==> src/design/cmd_parser_defines.vh <==
// Purpose: Constants for the ASCII remote command parser.
// Assumes: 200 MHz clock, APB register access, byte-wide links.
// Notes: Command and unit words are packed upper-case ASCII.
//
// What this block does
// - Ready flag bit 1, cleared on command arrival
// - Busy: refuse input, serial poll still answered
// - Execution done sets ready again
// - Commands run strictly one after another
// - All interfaces accepted; reply to querying one
// - Line ends on LF or GPIB EOI
// - Semicolon separated commands run in order
// - Query is mnemonic plus question mark
// - Several answers joined with semicolons
// - Letter case ignored everywhere
// - Reals as integer, fraction or exponent
// - Quoted strings accepted as arguments
// - Optional unit suffix scales set values
// - Queries answer in base units
// - Enum by index, abbreviation or full name
// - Enum query answers the index
// - Asterisk commands same on every interface
// - Error and activity flash, remote held
`ifndef CMD_PARSER_DEFINES_VH
`define CMD_PARSER_DEFINES_VH

`define CH_LF 8'h0a
`define CH_SP 8'h20
`define CH_QUOTE 8'h22
`define CH_STAR 8'h2a
`define CH_PLUS 8'h2b
`define CH_COMMA 8'h2c
`define CH_MINUS 8'h2d
`define CH_DOT 8'h2e
`define CH_ZERO 8'h30
`define CH_NINE 8'h39
`define CH_SEMI 8'h3b
`define CH_QM 8'h3f
`define CH_E 8'h45

`define CMD_FREQ 32'h46524551
`define CMD_PHASE 32'h50484153
`define CMD_VOLT 32'h534c564c
`define CMD_INPUT_TYPE 32'h49564d44
`define CMD_ERR_STATUS 32'h45525253
`define CMD_CLEAR 32'h2a434c53

`define EN_VOLT 32'h564f4c54
`define EN_CURR 32'h43555252

`define U_HZ 32'h0000485a
`define U_KHZ 32'h004b485a
`define U_MHZ 32'h004d485a
`define U_DEG 32'h00444547
`define U_MDEG 32'h4d444547
`define U_UDEG 32'h55444547
`define U_V 32'h00000056
`define U_MV 32'h00004d56
`define U_UV 32'h00005556
`define U_NV 32'h00004e56

`define IF_GPIB 2'h0
`define LINE_DEPTH 64
`define STB_READY_BIT 1
`define STB_ERR_BIT 2
`define STB_EVT_SUM_BIT 5
`define ERR_CMD_BIT 0
`define ERR_RANGE_BIT 1
`define ERR_SYNTAX_BIT 2

`define REG_CTRL 8'h00
`define REG_STATUS 8'h04
`define REG_VAL_BASE 8'h08
`define CTRL_LOCK_BIT 0
`define STAT_READY_BIT 0
`define STAT_ERR_LSB 1
`define STAT_TYPE_BIT 4
`define EXP_NEG_BIT 8
`define CTRL_RST 1'b0
`define VAL_RST_BCD 32'h00000001
`define VAL_RST_EXP 8'h00

`define CLK_MHZ 200
`define FLASH_US 10000
`define FLASH_CYC (`FLASH_US * `CLK_MHZ)

`endif

==> src/design/led_stretch.v <==
// Purpose: Stretch short event pulses into visible indicator flashes.
// Assumes: One clock, synchronous active-high reset.
// Notes: A new event restarts the flash.
`timescale 1ns/100ps
module led_stretch #(
  parameter CYCLES = 2000000
) (
  input wire ref_clk_in, // System clock
  input wire sys_rst_in, // Synchronous reset
  input wire trig_in, // One-cycle event
  output wire led_out // Stretched flash
);
  reg [31:0] cnt_r;
  reg led_r;

  always @(posedge ref_clk_in) begin
    if (sys_rst_in) begin
      cnt_r <= 32'h0;
      led_r <= 1'b0;
    end else if (trig_in) begin
      cnt_r <= CYCLES - 1;
      led_r <= 1'b1;
    end else if (cnt_r != 32'h0) begin
      cnt_r <= cnt_r - 32'h1;
    end else begin
      led_r <= 1'b0;
    end
  end

  assign led_out = led_r;
endmodule // led_stretch

==> src/design/cmd_parser.v <==
// Purpose: ASCII command line parser and executor with APB registers.
// Assumes: Link bytes are synchronous to ref_clk_in.
// Notes: Real values are kept as 8 BCD digits and a decimal exponent.
`timescale 1ns/100ps
`include "cmd_parser_defines.vh"
module cmd_parser #(
  parameter FLASH_CYCLES = `FLASH_CYC
) (
  input wire ref_clk_in, // 200 MHz clock
  input wire sys_rst_in, // Synchronous reset
  input wire [7:0] rx_byte_in, // Received character
  input wire rx_valid_in, // Character present
  input wire [1:0] rx_src_in, // Interface of character
  input wire rx_eoi_in, // GPIB end-or-identify
  output wire [3:0] rx_ready_out, // Accept per interface
  output wire [7:0] tx_byte_out, // Response character
  output wire tx_valid_out, // Response present
  output wire [1:0] tx_dst_out, // Interface to answer
  input wire tx_ready_in, // Link takes character
  output wire [7:0] stb_out, // Serial poll byte
  output wire activity_led_out, // Traffic flash
  output wire error_led_out, // Error flash
  output wire remote_led_out, // Front panel locked
  input wire [7:0] paddr_in, // APB address
  input wire psel_in, // APB select
  input wire penable_in, // APB enable
  input wire pwrite_in, // APB direction
  input wire [31:0] pwdata_in, // APB write data
  output wire [31:0] prdata_out, // APB read data
  output wire pready_out, // APB ready
  output wire pslverr_out // APB unmapped
);
  localparam S_RX = 3'h0, S_PARSE = 3'h1, S_EXEC = 3'h2;
  localparam S_SEND = 3'h3, S_NEXT = 3'h4, S_DONE = 3'h5;
  localparam P_MN = 3'h0, P_GAP = 3'h1, P_INT = 3'h2, P_FRAC = 3'h3;
  localparam P_EXP = 3'h4, P_WORD = 3'h5, P_STR = 3'h6;
  localparam C_NONE = 3'h0, C_FREQ = 3'h1, C_PHAS = 3'h2, C_VOLT = 3'h3;
  localparam C_TYPE = 3'h4, C_ERRQ = 3'h5, C_CLS = 3'h6, C_BAD = 3'h7;

  reg [7:0] line_mem [0:`LINE_DEPTH-1];
  reg [6:0] wr_ix_r, rd_ix_r;
  reg [2:0] st_r, ph_r;
  reg [3:0] rdy_r;
  reg [1:0] src_r;
  reg ready_r, ovf_r, last_r, end_r, first_r;
  reg [31:0] mnem_r, word_r, bcd_r;
  reg [3:0] mlen_r, wlen_r, ndig_r, narg_r;
  reg [7:0] exp_r;
  reg [6:0] eacc_r;
  reg query_r, sp_r, neg_r, eneg_r, num_r, real_r, bad_r;
  reg [2:0] err_r;
  reg errsum_r, in_type_r, ctrl_r;
  reg [31:0] vbcd [0:2];
  reg [7:0] vexp [0:2];
  reg [2:0] vneg;
  reg [111:0] obuf_r;
  reg [4:0] ocnt_r;
  reg [7:0] txb_r;
  reg txv_r, actp_r, errp_r, remote_r;
  reg pready_r, pslverr_r;
  reg [31:0] prdata_r;
  integer i;

  function [7:0] upcase(input [7:0] c);
    upcase = (c >= 8'h61 && c <= 8'h7a) ? c - 8'h20 : c;
  endfunction

  function is_digit(input [7:0] c);
    is_digit = (c >= `CH_ZERO) && (c <= `CH_NINE);
  endfunction

  function is_alpha(input [7:0] c);
    is_alpha = (c >= 8'h41) && (c <= 8'h5a);
  endfunction

  function [2:0] cmd_code(input [31:0] w, input [3:0] n, input q);
    begin
      cmd_code = C_BAD;
      if (n == 4'h0 && !q)
        cmd_code = C_NONE;
      else if (n == 4'h4) begin
        case (w)
          `CMD_FREQ: cmd_code = C_FREQ;
          `CMD_PHASE: cmd_code = C_PHAS;
          `CMD_VOLT: cmd_code = C_VOLT;
          `CMD_INPUT_TYPE: cmd_code = C_TYPE;
          `CMD_ERR_STATUS: cmd_code = q ? C_ERRQ : C_BAD;
          `CMD_CLEAR: cmd_code = q ? C_BAD : C_CLS;
          default: cmd_code = C_BAD;
        endcase
      end
    end
  endfunction

  // Unit word to decimal exponent; top bit says the unit fits the kind
  function [8:0] unit_exp(input [31:0] w, input [3:0] n, input [1:0] k);
    begin
      unit_exp = 9'h000;
      if (n == 4'h0)
        unit_exp = 9'h100;
      else if (n <= 4'h4) begin
        case ({k, w})
          {2'h0, `U_HZ}: unit_exp = 9'h100;
          {2'h0, `U_KHZ}: unit_exp = 9'h103;
          {2'h0, `U_MHZ}: unit_exp = 9'h106;
          {2'h1, `U_DEG}: unit_exp = 9'h100;
          {2'h1, `U_MDEG}: unit_exp = 9'h1fd;
          {2'h1, `U_UDEG}: unit_exp = 9'h1fa;
          {2'h2, `U_V}: unit_exp = 9'h100;
          {2'h2, `U_MV}: unit_exp = 9'h1fd;
          {2'h2, `U_UV}: unit_exp = 9'h1fa;
          {2'h2, `U_NV}: unit_exp = 9'h1f7;
          default: unit_exp = 9'h000;
        endcase
      end
    end
  endfunction

  function [63:0] bcd_text(input [31:0] b);
    integer j;
    begin
      for (j = 0; j < 8; j = j + 1)
        bcd_text[8*j +: 8] = {4'h3, b[4*j +: 4]};
    end
  endfunction

  wire [7:0] ch = upcase(line_mem[rd_ix_r[5:0]]);
  wire at_end = (rd_ix_r == wr_ix_r);
  wire [2:0] cmd = cmd_code(mnem_r, mlen_r, query_r);
  wire [1:0] kind = cmd[1:0] - 2'h1;
  wire [8:0] ue = unit_exp(word_r, wlen_r, kind);
  wire [9:0] eadd = eneg_r ? -{3'h0, eacc_r} : {3'h0, eacc_r};
  wire signed [9:0] tot = {{2{exp_r[7]}}, exp_r} + eadd +
                          {{2{ue[7]}}, ue[7:0]};
  wire [7:0] sv = vexp[kind];
  wire [7:0] mag = sv[7] ? -sv : sv;
  wire [15:0] prod = {8'h00, mag} * 16'h00cd;
  wire [3:0] tens = prod[14:11];
  wire [7:0] ones = mag - {1'b0, tens, 3'b000} - {3'b000, tens, 1'b0};
  wire [103:0] num_text = {vneg[kind] ? `CH_MINUS : `CH_PLUS,
                           bcd_text(vbcd[kind]), `CH_E,
                           sv[7] ? `CH_MINUS : `CH_PLUS,
                           4'h3, tens, 4'h3, ones[3:0]};
  wire term = (rx_byte_in == `CH_LF) ||
              (rx_eoi_in && rx_src_in == `IF_GPIB);
  wire acc = rx_valid_in && rdy_r[rx_src_in] && (st_r == S_RX);

  reg [2:0] eset;
  reg store_ok, it_wr, it_val, resp_on;
  reg [103:0] resp_text;
  reg [4:0] resp_len;

  always @* begin
    eset = 3'h0;
    store_ok = 1'b0;
    it_wr = 1'b0;
    it_val = 1'b0;
    resp_on = 1'b0;
    resp_text = num_text;
    resp_len = 5'd13;
    if (bad_r && cmd != C_NONE)
      eset[`ERR_SYNTAX_BIT] = 1'b1;
    else begin
      case (cmd)
        C_FREQ, C_PHAS, C_VOLT: begin
          if (query_r)
            resp_on = 1'b1;
          else if (!num_r || narg_r != 4'h0)
            eset[`ERR_SYNTAX_BIT] = 1'b1;
          else if (!ue[8] || tot > 10'sd99 || tot < -10'sd99 ||
                   (kind != 2'h1 && (neg_r || bcd_r == 32'h0)))
            eset[`ERR_RANGE_BIT] = 1'b1;
          else
            store_ok = 1'b1;
        end
        C_TYPE: begin
          resp_text = {7'h18, in_type_r, 96'h0};
          resp_len = 5'd1;
          if (query_r)
            resp_on = 1'b1;
          else if (narg_r != 4'h0)
            eset[`ERR_SYNTAX_BIT] = 1'b1;
          else if (num_r && !real_r && !neg_r && bcd_r[31:1] == 31'h0) begin
            it_wr = 1'b1;
            it_val = bcd_r[0];
          end else if (!num_r && (wlen_r == 4'h4 || wlen_r == 4'h7) &&
                       (word_r == `EN_VOLT || word_r == `EN_CURR)) begin
            it_wr = 1'b1;
            it_val = (word_r == `EN_CURR);
          end else
            eset[`ERR_RANGE_BIT] = 1'b1;
        end
        C_ERRQ: begin
          resp_on = 1'b1;
          resp_text = {5'h06, err_r, 96'h0};
          resp_len = 5'd1;
        end
        C_BAD: eset[`ERR_CMD_BIT] = 1'b1;
        default: eset = 3'h0;
      endcase
    end
  end

  task clear_cmd;
    begin
      ph_r <= P_MN;
      mnem_r <= 32'h0;
      mlen_r <= 4'h0;
      word_r <= 32'h0;
      wlen_r <= 4'h0;
      bcd_r <= 32'h0;
      ndig_r <= 4'h0;
      narg_r <= 4'h0;
      exp_r <= 8'h00;
      eacc_r <= 7'h00;
      {query_r, sp_r, neg_r, eneg_r, num_r, real_r, bad_r} <= 7'h00;
    end
  endtask

  task push_digit;
    begin
      if (ndig_r == 4'h8) begin
        if (ph_r != P_FRAC)
          exp_r <= exp_r + 8'h01;
      end else begin
        if (bcd_r != 32'h0 || ch[3:0] != 4'h0) begin
          bcd_r <= {bcd_r[27:0], ch[3:0]};
          ndig_r <= ndig_r + 4'h1;
        end
        if (ph_r == P_FRAC)
          exp_r <= exp_r - 8'h01;
      end
    end
  endtask

  task push_word;
    begin
      if (wlen_r < 4'h4)
        word_r <= {word_r[23:0], ch};
      if (wlen_r != 4'hf)
        wlen_r <= wlen_r + 4'h1;
    end
  endtask

  always @(posedge ref_clk_in) begin
    if (acc && rx_byte_in != `CH_LF && !wr_ix_r[6])
      line_mem[wr_ix_r[5:0]] <= rx_byte_in;
  end

  always @(posedge ref_clk_in) begin
    if (sys_rst_in) begin
      st_r <= S_RX;
      wr_ix_r <= 7'h00;
      rd_ix_r <= 7'h00;
      rdy_r <= 4'hf;
      src_r <= 2'h0;
      {ready_r, ovf_r, last_r, end_r, first_r} <= 5'b10001;
      clear_cmd;
      err_r <= 3'h0;
      in_type_r <= 1'b0;
      for (i = 0; i < 3; i = i + 1) begin
        vbcd[i] <= `VAL_RST_BCD;
        vexp[i] <= `VAL_RST_EXP;
      end
      vneg <= 3'h0;
      obuf_r <= 112'h0;
      ocnt_r <= 5'h00;
      txb_r <= 8'h00;
      {txv_r, actp_r, errp_r} <= 3'h0;
    end else begin
      actp_r <= acc || (txv_r && tx_ready_in);
      errp_r <= 1'b0;
      if (txv_r && tx_ready_in)
        txv_r <= 1'b0;
      case (st_r)
        S_RX: begin
          if (acc) begin
            src_r <= rx_src_in;
            rdy_r <= 4'h1 << rx_src_in;
            if (rx_byte_in != `CH_LF) begin
              if (wr_ix_r[6])
                ovf_r <= 1'b1;
              else
                wr_ix_r <= wr_ix_r + 7'h01;
            end
            if (term) begin
              rdy_r <= 4'h0;
              ready_r <= 1'b0;
              if (ovf_r || (wr_ix_r[6] && rx_byte_in != `CH_LF)) begin
                err_r[`ERR_SYNTAX_BIT] <= 1'b1;
                errp_r <= 1'b1;
                st_r <= S_DONE;
              end else
                st_r <= S_PARSE;
            end
          end
        end
        S_PARSE: begin
          if (at_end || ch == `CH_SEMI) begin
            last_r <= at_end;
            if (!at_end)
              rd_ix_r <= rd_ix_r + 7'h01;
            st_r <= S_EXEC;
          end else begin
            rd_ix_r <= rd_ix_r + 7'h01;
            if (ph_r == P_STR) begin
              if (ch == `CH_QUOTE)
                ph_r <= P_GAP;
              else
                push_word;
            end else if (ch == `CH_COMMA) begin
              narg_r <= narg_r + 4'h1;
              ph_r <= P_GAP;
            end else if (ch == `CH_SP) begin
              if (mlen_r != 4'h0 || query_r) begin
                sp_r <= 1'b1;
                ph_r <= P_GAP;
              end
            end else begin
              case (ph_r)
                P_MN: begin
                  if (is_alpha(ch) || ch == `CH_STAR) begin
                    if (mlen_r < 4'h4)
                      mnem_r <= {mnem_r[23:0], ch};
                    if (mlen_r != 4'hf)
                      mlen_r <= mlen_r + 4'h1;
                  end else if (ch == `CH_QM && mlen_r != 4'h0) begin
                    query_r <= 1'b1;
                    ph_r <= P_GAP;
                  end else
                    bad_r <= 1'b1;
                end
                P_GAP: begin
                  if (!sp_r)
                    bad_r <= 1'b1;
                  else if (is_digit(ch)) begin
                    push_digit;
                    num_r <= 1'b1;
                    ph_r <= P_INT;
                  end else if (ch == `CH_MINUS || ch == `CH_PLUS) begin
                    neg_r <= (ch == `CH_MINUS);
                    num_r <= 1'b1;
                    ph_r <= P_INT;
                  end else if (ch == `CH_DOT) begin
                    {num_r, real_r} <= 2'b11;
                    ph_r <= P_FRAC;
                  end else if (ch == `CH_QUOTE)
                    ph_r <= P_STR;
                  else if (is_alpha(ch)) begin
                    push_word;
                    ph_r <= P_WORD;
                  end else
                    bad_r <= 1'b1;
                end
                P_INT, P_FRAC: begin
                  if (is_digit(ch))
                    push_digit;
                  else if (ch == `CH_DOT && ph_r == P_INT) begin
                    real_r <= 1'b1;
                    ph_r <= P_FRAC;
                  end else if (ch == `CH_E) begin
                    real_r <= 1'b1;
                    ph_r <= P_EXP;
                  end else if (is_alpha(ch)) begin
                    push_word;
                    ph_r <= P_WORD;
                  end else
                    bad_r <= 1'b1;
                end
                P_EXP: begin
                  if (is_digit(ch)) begin
                    if (eacc_r < 7'd12)
                      eacc_r <= eacc_r * 7'd10 + {3'h0, ch[3:0]};
                    else
                      eacc_r <= 7'd127;
                  end else if (ch == `CH_MINUS)
                    eneg_r <= 1'b1;
                  else if (ch != `CH_PLUS)
                    bad_r <= 1'b1;
                end
                P_WORD: begin
                  if (is_alpha(ch) || is_digit(ch))
                    push_word;
                  else
                    bad_r <= 1'b1;
                end
                default: bad_r <= 1'b1;
              endcase
            end
          end
        end
        S_EXEC: begin
          // A faulty clear keeps its own error: the set wins
          err_r <= (cmd == C_CLS && eset == 3'h0) ? 3'h0 :
                   (err_r | eset);
          errp_r <= |eset;
          if (store_ok) begin
            vbcd[kind] <= bcd_r;
            vexp[kind] <= tot[7:0];
            vneg[kind] <= neg_r;
          end
          if (it_wr)
            in_type_r <= it_val;
          if (resp_on) begin
            first_r <= 1'b0;
            if (first_r) begin
              obuf_r <= {resp_text, 8'h00};
              ocnt_r <= resp_len;
            end else begin
              obuf_r <= {`CH_SEMI, resp_text};
              ocnt_r <= resp_len + 5'h01;
            end
            st_r <= S_SEND;
          end else
            st_r <= S_NEXT;
          clear_cmd;
        end
        S_SEND: begin
          if (ocnt_r != 5'h00 && (!txv_r || tx_ready_in)) begin
            txb_r <= obuf_r[111:104];
            obuf_r <= {obuf_r[103:0], 8'h00};
            ocnt_r <= ocnt_r - 5'h01;
            txv_r <= 1'b1;
          end
          if (ocnt_r == 5'h00)
            st_r <= end_r ? S_DONE : S_NEXT;
        end
        S_NEXT: begin
          if (!last_r)
            st_r <= S_PARSE;
          else if (!first_r) begin
            obuf_r <= {`CH_LF, 104'h0};
            ocnt_r <= 5'h01;
            end_r <= 1'b1;
            st_r <= S_SEND;
          end else
            st_r <= S_DONE;
        end
        S_DONE: begin
          if (!txv_r) begin
            st_r <= S_RX;
            ready_r <= 1'b1;
            rdy_r <= 4'hf;
            wr_ix_r <= 7'h00;
            rd_ix_r <= 7'h00;
            {ovf_r, end_r, first_r} <= 3'b001;
          end
        end
        default: st_r <= S_RX;
      endcase
    end
  end

  reg [31:0] rd_val;
  reg hit;
  always @* begin
    rd_val = 32'h0;
    hit = (paddr_in[1:0] == 2'h0);
    if (paddr_in == `REG_CTRL)
      rd_val[`CTRL_LOCK_BIT] = ctrl_r;
    else if (paddr_in == `REG_STATUS) begin
      rd_val[`STAT_READY_BIT] = ready_r;
      rd_val[`STAT_ERR_LSB +: 3] = err_r;
      rd_val[`STAT_TYPE_BIT] = in_type_r;
    end else if (paddr_in >= `REG_VAL_BASE && paddr_in < 8'h20 && hit) begin
      if (!paddr_in[2])
        rd_val = vbcd[paddr_in[4:3] - 2'h1];
      else begin
        rd_val[7:0] = vexp[paddr_in[4:3] - 2'h1];
        rd_val[`EXP_NEG_BIT] = vneg[paddr_in[4:3] - 2'h1];
      end
    end else
      hit = 1'b0;
  end

  always @(posedge ref_clk_in) begin
    if (sys_rst_in) begin
      pready_r <= 1'b0;
      pslverr_r <= 1'b0;
      prdata_r <= 32'h0;
      ctrl_r <= `CTRL_RST;
      remote_r <= 1'b0;
      errsum_r <= 1'b0;
    end else begin
      pready_r <= psel_in && penable_in && !pready_r;
      if (psel_in && penable_in && !pready_r) begin
        prdata_r <= pwrite_in ? 32'h0 : rd_val;
        pslverr_r <= !hit;
      end
      if (psel_in && penable_in && pready_r && pwrite_in &&
          paddr_in == `REG_CTRL)
        ctrl_r <= pwdata_in[`CTRL_LOCK_BIT];
      remote_r <= ctrl_r;
      errsum_r <= |err_r;
    end
  end

  wire [1:0] flash_trig = {errp_r, actp_r};
  wire [1:0] flash_led;
  genvar g;
  generate
    for (g = 0; g < 2; g = g + 1) begin : flash
      led_stretch #(
        .CYCLES(FLASH_CYCLES)
      ) u_flash (
        .ref_clk_in(ref_clk_in),
        .sys_rst_in(sys_rst_in),
        .trig_in(flash_trig[g]),
        .led_out(flash_led[g])
      );
    end
  endgenerate
  assign activity_led_out = flash_led[0];
  assign error_led_out = flash_led[1];

  assign rx_ready_out = rdy_r;
  assign tx_byte_out = txb_r;
  assign tx_valid_out = txv_r;
  assign tx_dst_out = src_r;
  assign stb_out = {2'b00, errsum_r, 2'b00, errsum_r, ready_r, 1'b0};
  assign remote_led_out = remote_r;
  assign prdata_out = prdata_r;
  assign pready_out = pready_r;
  assign pslverr_out = pslverr_r;
endmodule // cmd_parser

==> config.mk <==
export PLATFORM = sky130hd
export DESIGN_NAME = cmd_parser
export DESIGN_NICKNAME = d
export VERILOG_FILES = /design/src/design/led_stretch.v /design/src/design/cmd_parser.v
export VERILOG_INCLUDE_DIRS = /design/src /design/src/design
export SDC_FILE = /design/constraint.sdc
export NUM_CORES = 2
export LEC_CHECK = 0
export BUFFER_PORTS_ARGS = -buffer_cell sky130_fd_sc_hd__buf_2
export CORE_MARGIN = 3
export CORE_UTILIZATION = 63
export DETAILED_ROUTE_END_ITERATION = 10
export PLACE_DENSITY = 0.85
export SYNTH_ARGS = -nofsm -noshare
export SYNTH_HDL_FRONTEND = slang
export SYNTH_HIERARCHICAL = 1
export SYNTH_SLANG_ARGS = --single-unit
==> constraint.sdc <==
create_clock -name ref_clk_in -period 12.2 [get_ports ref_clk_in]
set_clock_uncertainty 0.15 [all_clocks]
set_input_delay 2.44 -clock ref_clk_in [delete_from_list [all_inputs] [get_ports ref_clk_in]]
set_output_delay 2.44 -clock ref_clk_in [all_outputs]
set_load 0.03 [all_outputs]
==> results by group <==
Finish
  – Most common cell after layout, fill and taps aside: edfxtp_1
  – Design area: 53190 µm²
  – Sequential Area: 27960 µm²
  – Fill cells: 4884
  – Most frequent cells in the layout: 672 x edfxtp_1, 384 x dfxtp_1, 348 x nor2_1, 214 x nand2_1, 190 x a21oi_1
  – Multi-input gate area: 19420 µm²
  – Ratio of cells with drive above 1 in the final layout: 15.08%
  – Area growth, synth to finish: 9.188%
  – Nets@finish: 4033
  – Diodes inserted: 0

Synthesis
  – Ys async rst share: 0%
  – Avg Inst Size Synth: 12.62 µm²
  – Synth warn: 6
  – Gate Count Post-Synth: 3859
  – Post-synth top area cell: edfxtp_1
  – Flops & latches, synth: 1060
  – EDFF count, synth: 672
  – Synth Flop Type: edfxtp_1
  – Synthesized area: 48710 µm²
  – Register area share after synthesis: 57.37%
  – Synth unique cells: 107
  – Synth area leaders: edfxtp_1 41%, dfxtp_1 16%, mux4_2 8.7%
  – Synth top area share: 41.43%

STA
  – Worst slew pin tran: 1.205 ns
  – Max-slew violations: 0
  – Max transition margin: 19.50%
  – Tcrit/Tclk final: 84.10%
  – Fin. Hold Viols: 0
  – # setup viols final: 0
  – Setup TNS: 0 ns
  – Crit path time final: 10.26 ns
  – RSZ-0062 raised after global routing: no
  – Max Fclk: 0.09746 GHz

Floorplanning
  – Num rows: 101
  – Starting density of the core: 63.82%
  – Total die area: 80700 µm²
  – Die Width: 284.1 µm
  – Io pins: 118
  – Die H: 284.1 µm
  – Core ar.: 76330 µm²

Drt
  – WL per Instance: 26.63 µm
  – Drt drc: 0
  – Antenna viol nets, final: 0
  – Avg Vias per Cell: 6.945
  – DRT iter0 DRCs: 4884
  – Via count: 34.61k
  – Post-Route WL: 132.7 mm
  – Drt first pass iters: 7

Clocking
  – CTS buffer count: 101
  – # Post-CTS Setup Buffers: 0
  – Clock Tree Root: clkbuf_16
  – Clock tree buffer depth: 3
  – # hold bufs at CTS: 0
  – Resized Gates After CTS: 0
  – Clk_lat worst skew: 0.69 ns
  – H-tree depth: 3
  – Clock-pin transition on the worst setup and hold timing paths: 0.06 ns
  – Num Clock Sinks: 1060
  – CTS tree: yes

Place
  – Placer Congestion: 0.9275
  – DP Area: 49900 µm²
  – IO Port Bufs: 80
  – HPWL Detailed: 78.73 mm

Setup path
  – Critical path peak fanout: 9
  – CP max stage delay: 0.74 ns
  – Slowest-stage cell, CP: o311ai_0
  – Startpoint type of the worst setup path: flop
  – Crit. End Element: flop
  – WS Path Type: flop to flop
  – Most frequent CP cell: ha_1
  – Critical Path AT: 10.72 ns
  – Worst EP required: 12.66 ns

Power and ir drop
  – Share of power burned in registers: 44.8%
  – Maximum VDD drop: 0.1567 mV
  – Proportion of power drawn by the clock network: 35.5%
  – NetSw: 2541 µW
  – Sw frac: 28.49%
  – Logic gate share of total power: 19.8%
  – Pwr per Cell Area: 167.7 nW/µm²
  – P_int: 6379 µW
  – LEAKAGE: 0.01826 µW

Global routing
  – Largest net degree at the start of global routing: 201
  – First-pass GRT wire length: 203.7 mm
  – Vias in the first global route: 33.46k
  – Global route total overflow: 0
  – Tot GR Track Use: 32.59%
  – Initial antenna violation count: 1

Status
  – Status: completed

Flow run
  – Max cap viols: 0

Min path
  – Min-delay worst type: flop to flop
## stage by stage
| step | power (µW) | hold WS (ns) | utilization [%] | cells | worst slack [ns] |
|---|---|---|---|---|---|
| floorplan | 5390 | 0.2816 | - | 3864 | 1.783 |
| global placement | 5714 | 0.2882 | 65.38 | 4791 | 2.080 |
| detailed placement | 5786 | 0.3009 | 65.38 | 4791 | 2.014 |
| CTS | 8905 | 0.3105 | 69.68 | 4983 | 1.999 |
| global route | 9282 | 0.3361 | 69.68 | 4983 | 1.229 |
| finish | 8920 | 0.3124 | 69.68 | 4983 | 1.940 |
## cells in the mapped netlist (14+ instances only)
library cell	n
edfxtp_1	672
dfxtp_1	388
nor2_1	352
nand2_1	214
a21oi_1	191
mux4_2	189
clkbuf_1	168
and2_1	112
inv_1	108
o21ai_0	91
ha_1	87
a22oi_1	85
mux2i_1	84
nor3_1	83
a22o_1	82
nand3_1	71
or3_1	68
nor4_1	49
xnor2_1	46
mux2_2	40
nand2b_1	33
a311oi_1	32
a31oi_1	32
xor2_1	28
nand4_1	27
o31ai_1	27
or4_1	26
buf_2	25
or3b_1	25
fa_1	24
a211oi_1	22
or2_2	21
and3_1	18
nor2b_1	18
nor3b_1	18
a221oi_1	17
buf_4	17
nand3b_1	16
and4_1	14
## cells by family after synthesis
logic type      synth area share [%]
flops                          57.37
other cells                 0.007698
simple gates                   13.25
buf+inv                        3.044
fa+ha+maj                      3.241
xor+xnor                       1.379
mux                            11.39
compound gates                 10.32
## sequential cells by signal, indices dropped and copies added, names as in the netlist, 4 cells and up, named ones only
register	count
ocnt_r	5
eacc_r	7
exp_r	8
line_mem	512
word_r	32
wlen_r	4
mnem_r	32
obuf_r	92
vexp	32
wr_ix_r	7
mlen_r	4
vbcd	128
narg_r	4
rx_ready_out	4
tx_byte_out	7
flash.u_flash/cnt_r	64
prdata_out	32
bcd_r	32
rd_ix_r	7
ndig_r	4
## power groups by stage
stage,clock [µW],combinational [µW],sequential (µW)
CTS,3170,1740,3990
finish,3160,1760,3990
detailed placement,0,1720,4070
floorplan,0,1350,4040
global route,3300,1970,4010
global placement,0,1660,4060
## routing by layer
metal / GRT usage (%) / share of wire (%) / vias up
li1: - / - / 14780
met1: 43.53 / 36 / 16730
met2: 52.26 / 48 / 2615
met3: 6.415 / 12 / 483
met4: 14.88 / 4.9 / 0
met5: 0 / 0 / -
## layout make-up
| type | instances | area share [%] |
|---|---|---|
| flip-flops and latches | 1060 | 52.57 |
| multi-input cells | 2457 | 36.52 |
| clock buffers | 129 | 5.105 |
| well taps | 1030 | 2.423 |
| repair buffers | 131 | 1.515 |
| clock inverters | 63 | 1.075 |
| inverters | 113 | 0.7975 |
## worst max-delay path, delay by kind of cell, from the launching register on
| kind | cells | cell delay (ns) |
|---|---|---|
| DFF | 1 | 0.35 |
| buffers and inverters | 3 | 0.22 |
| xor gates and xnor gates | 1 | 0.24 |
| AOI/OAI and AO/OA | 11 | 2.55 |
| adders and majority gates | 8 | 3.32 |
| muxes | 1 | 0.12 |
| and+or+nand+nor | 14 | 3.28 |
## worst paths after layout
| path | slack [ns] | startpoint | end | depth (start not counted) |
|---|---|---|---|---|
| worst min register to register | 0.31 | obuf_r[104] | obuf_r[104] | 2 |
| worst max-delay path | 1.94 | mnem_r[14] | obuf_r[11] | 38 |
| worst max register to register | 1.94 | mnem_r[14] | obuf_r[11] | 38 |
| worst min-delay path | 0.31 | obuf_r[104] | obuf_r[104] | 2 |
(Power assumes the default switching activity.)
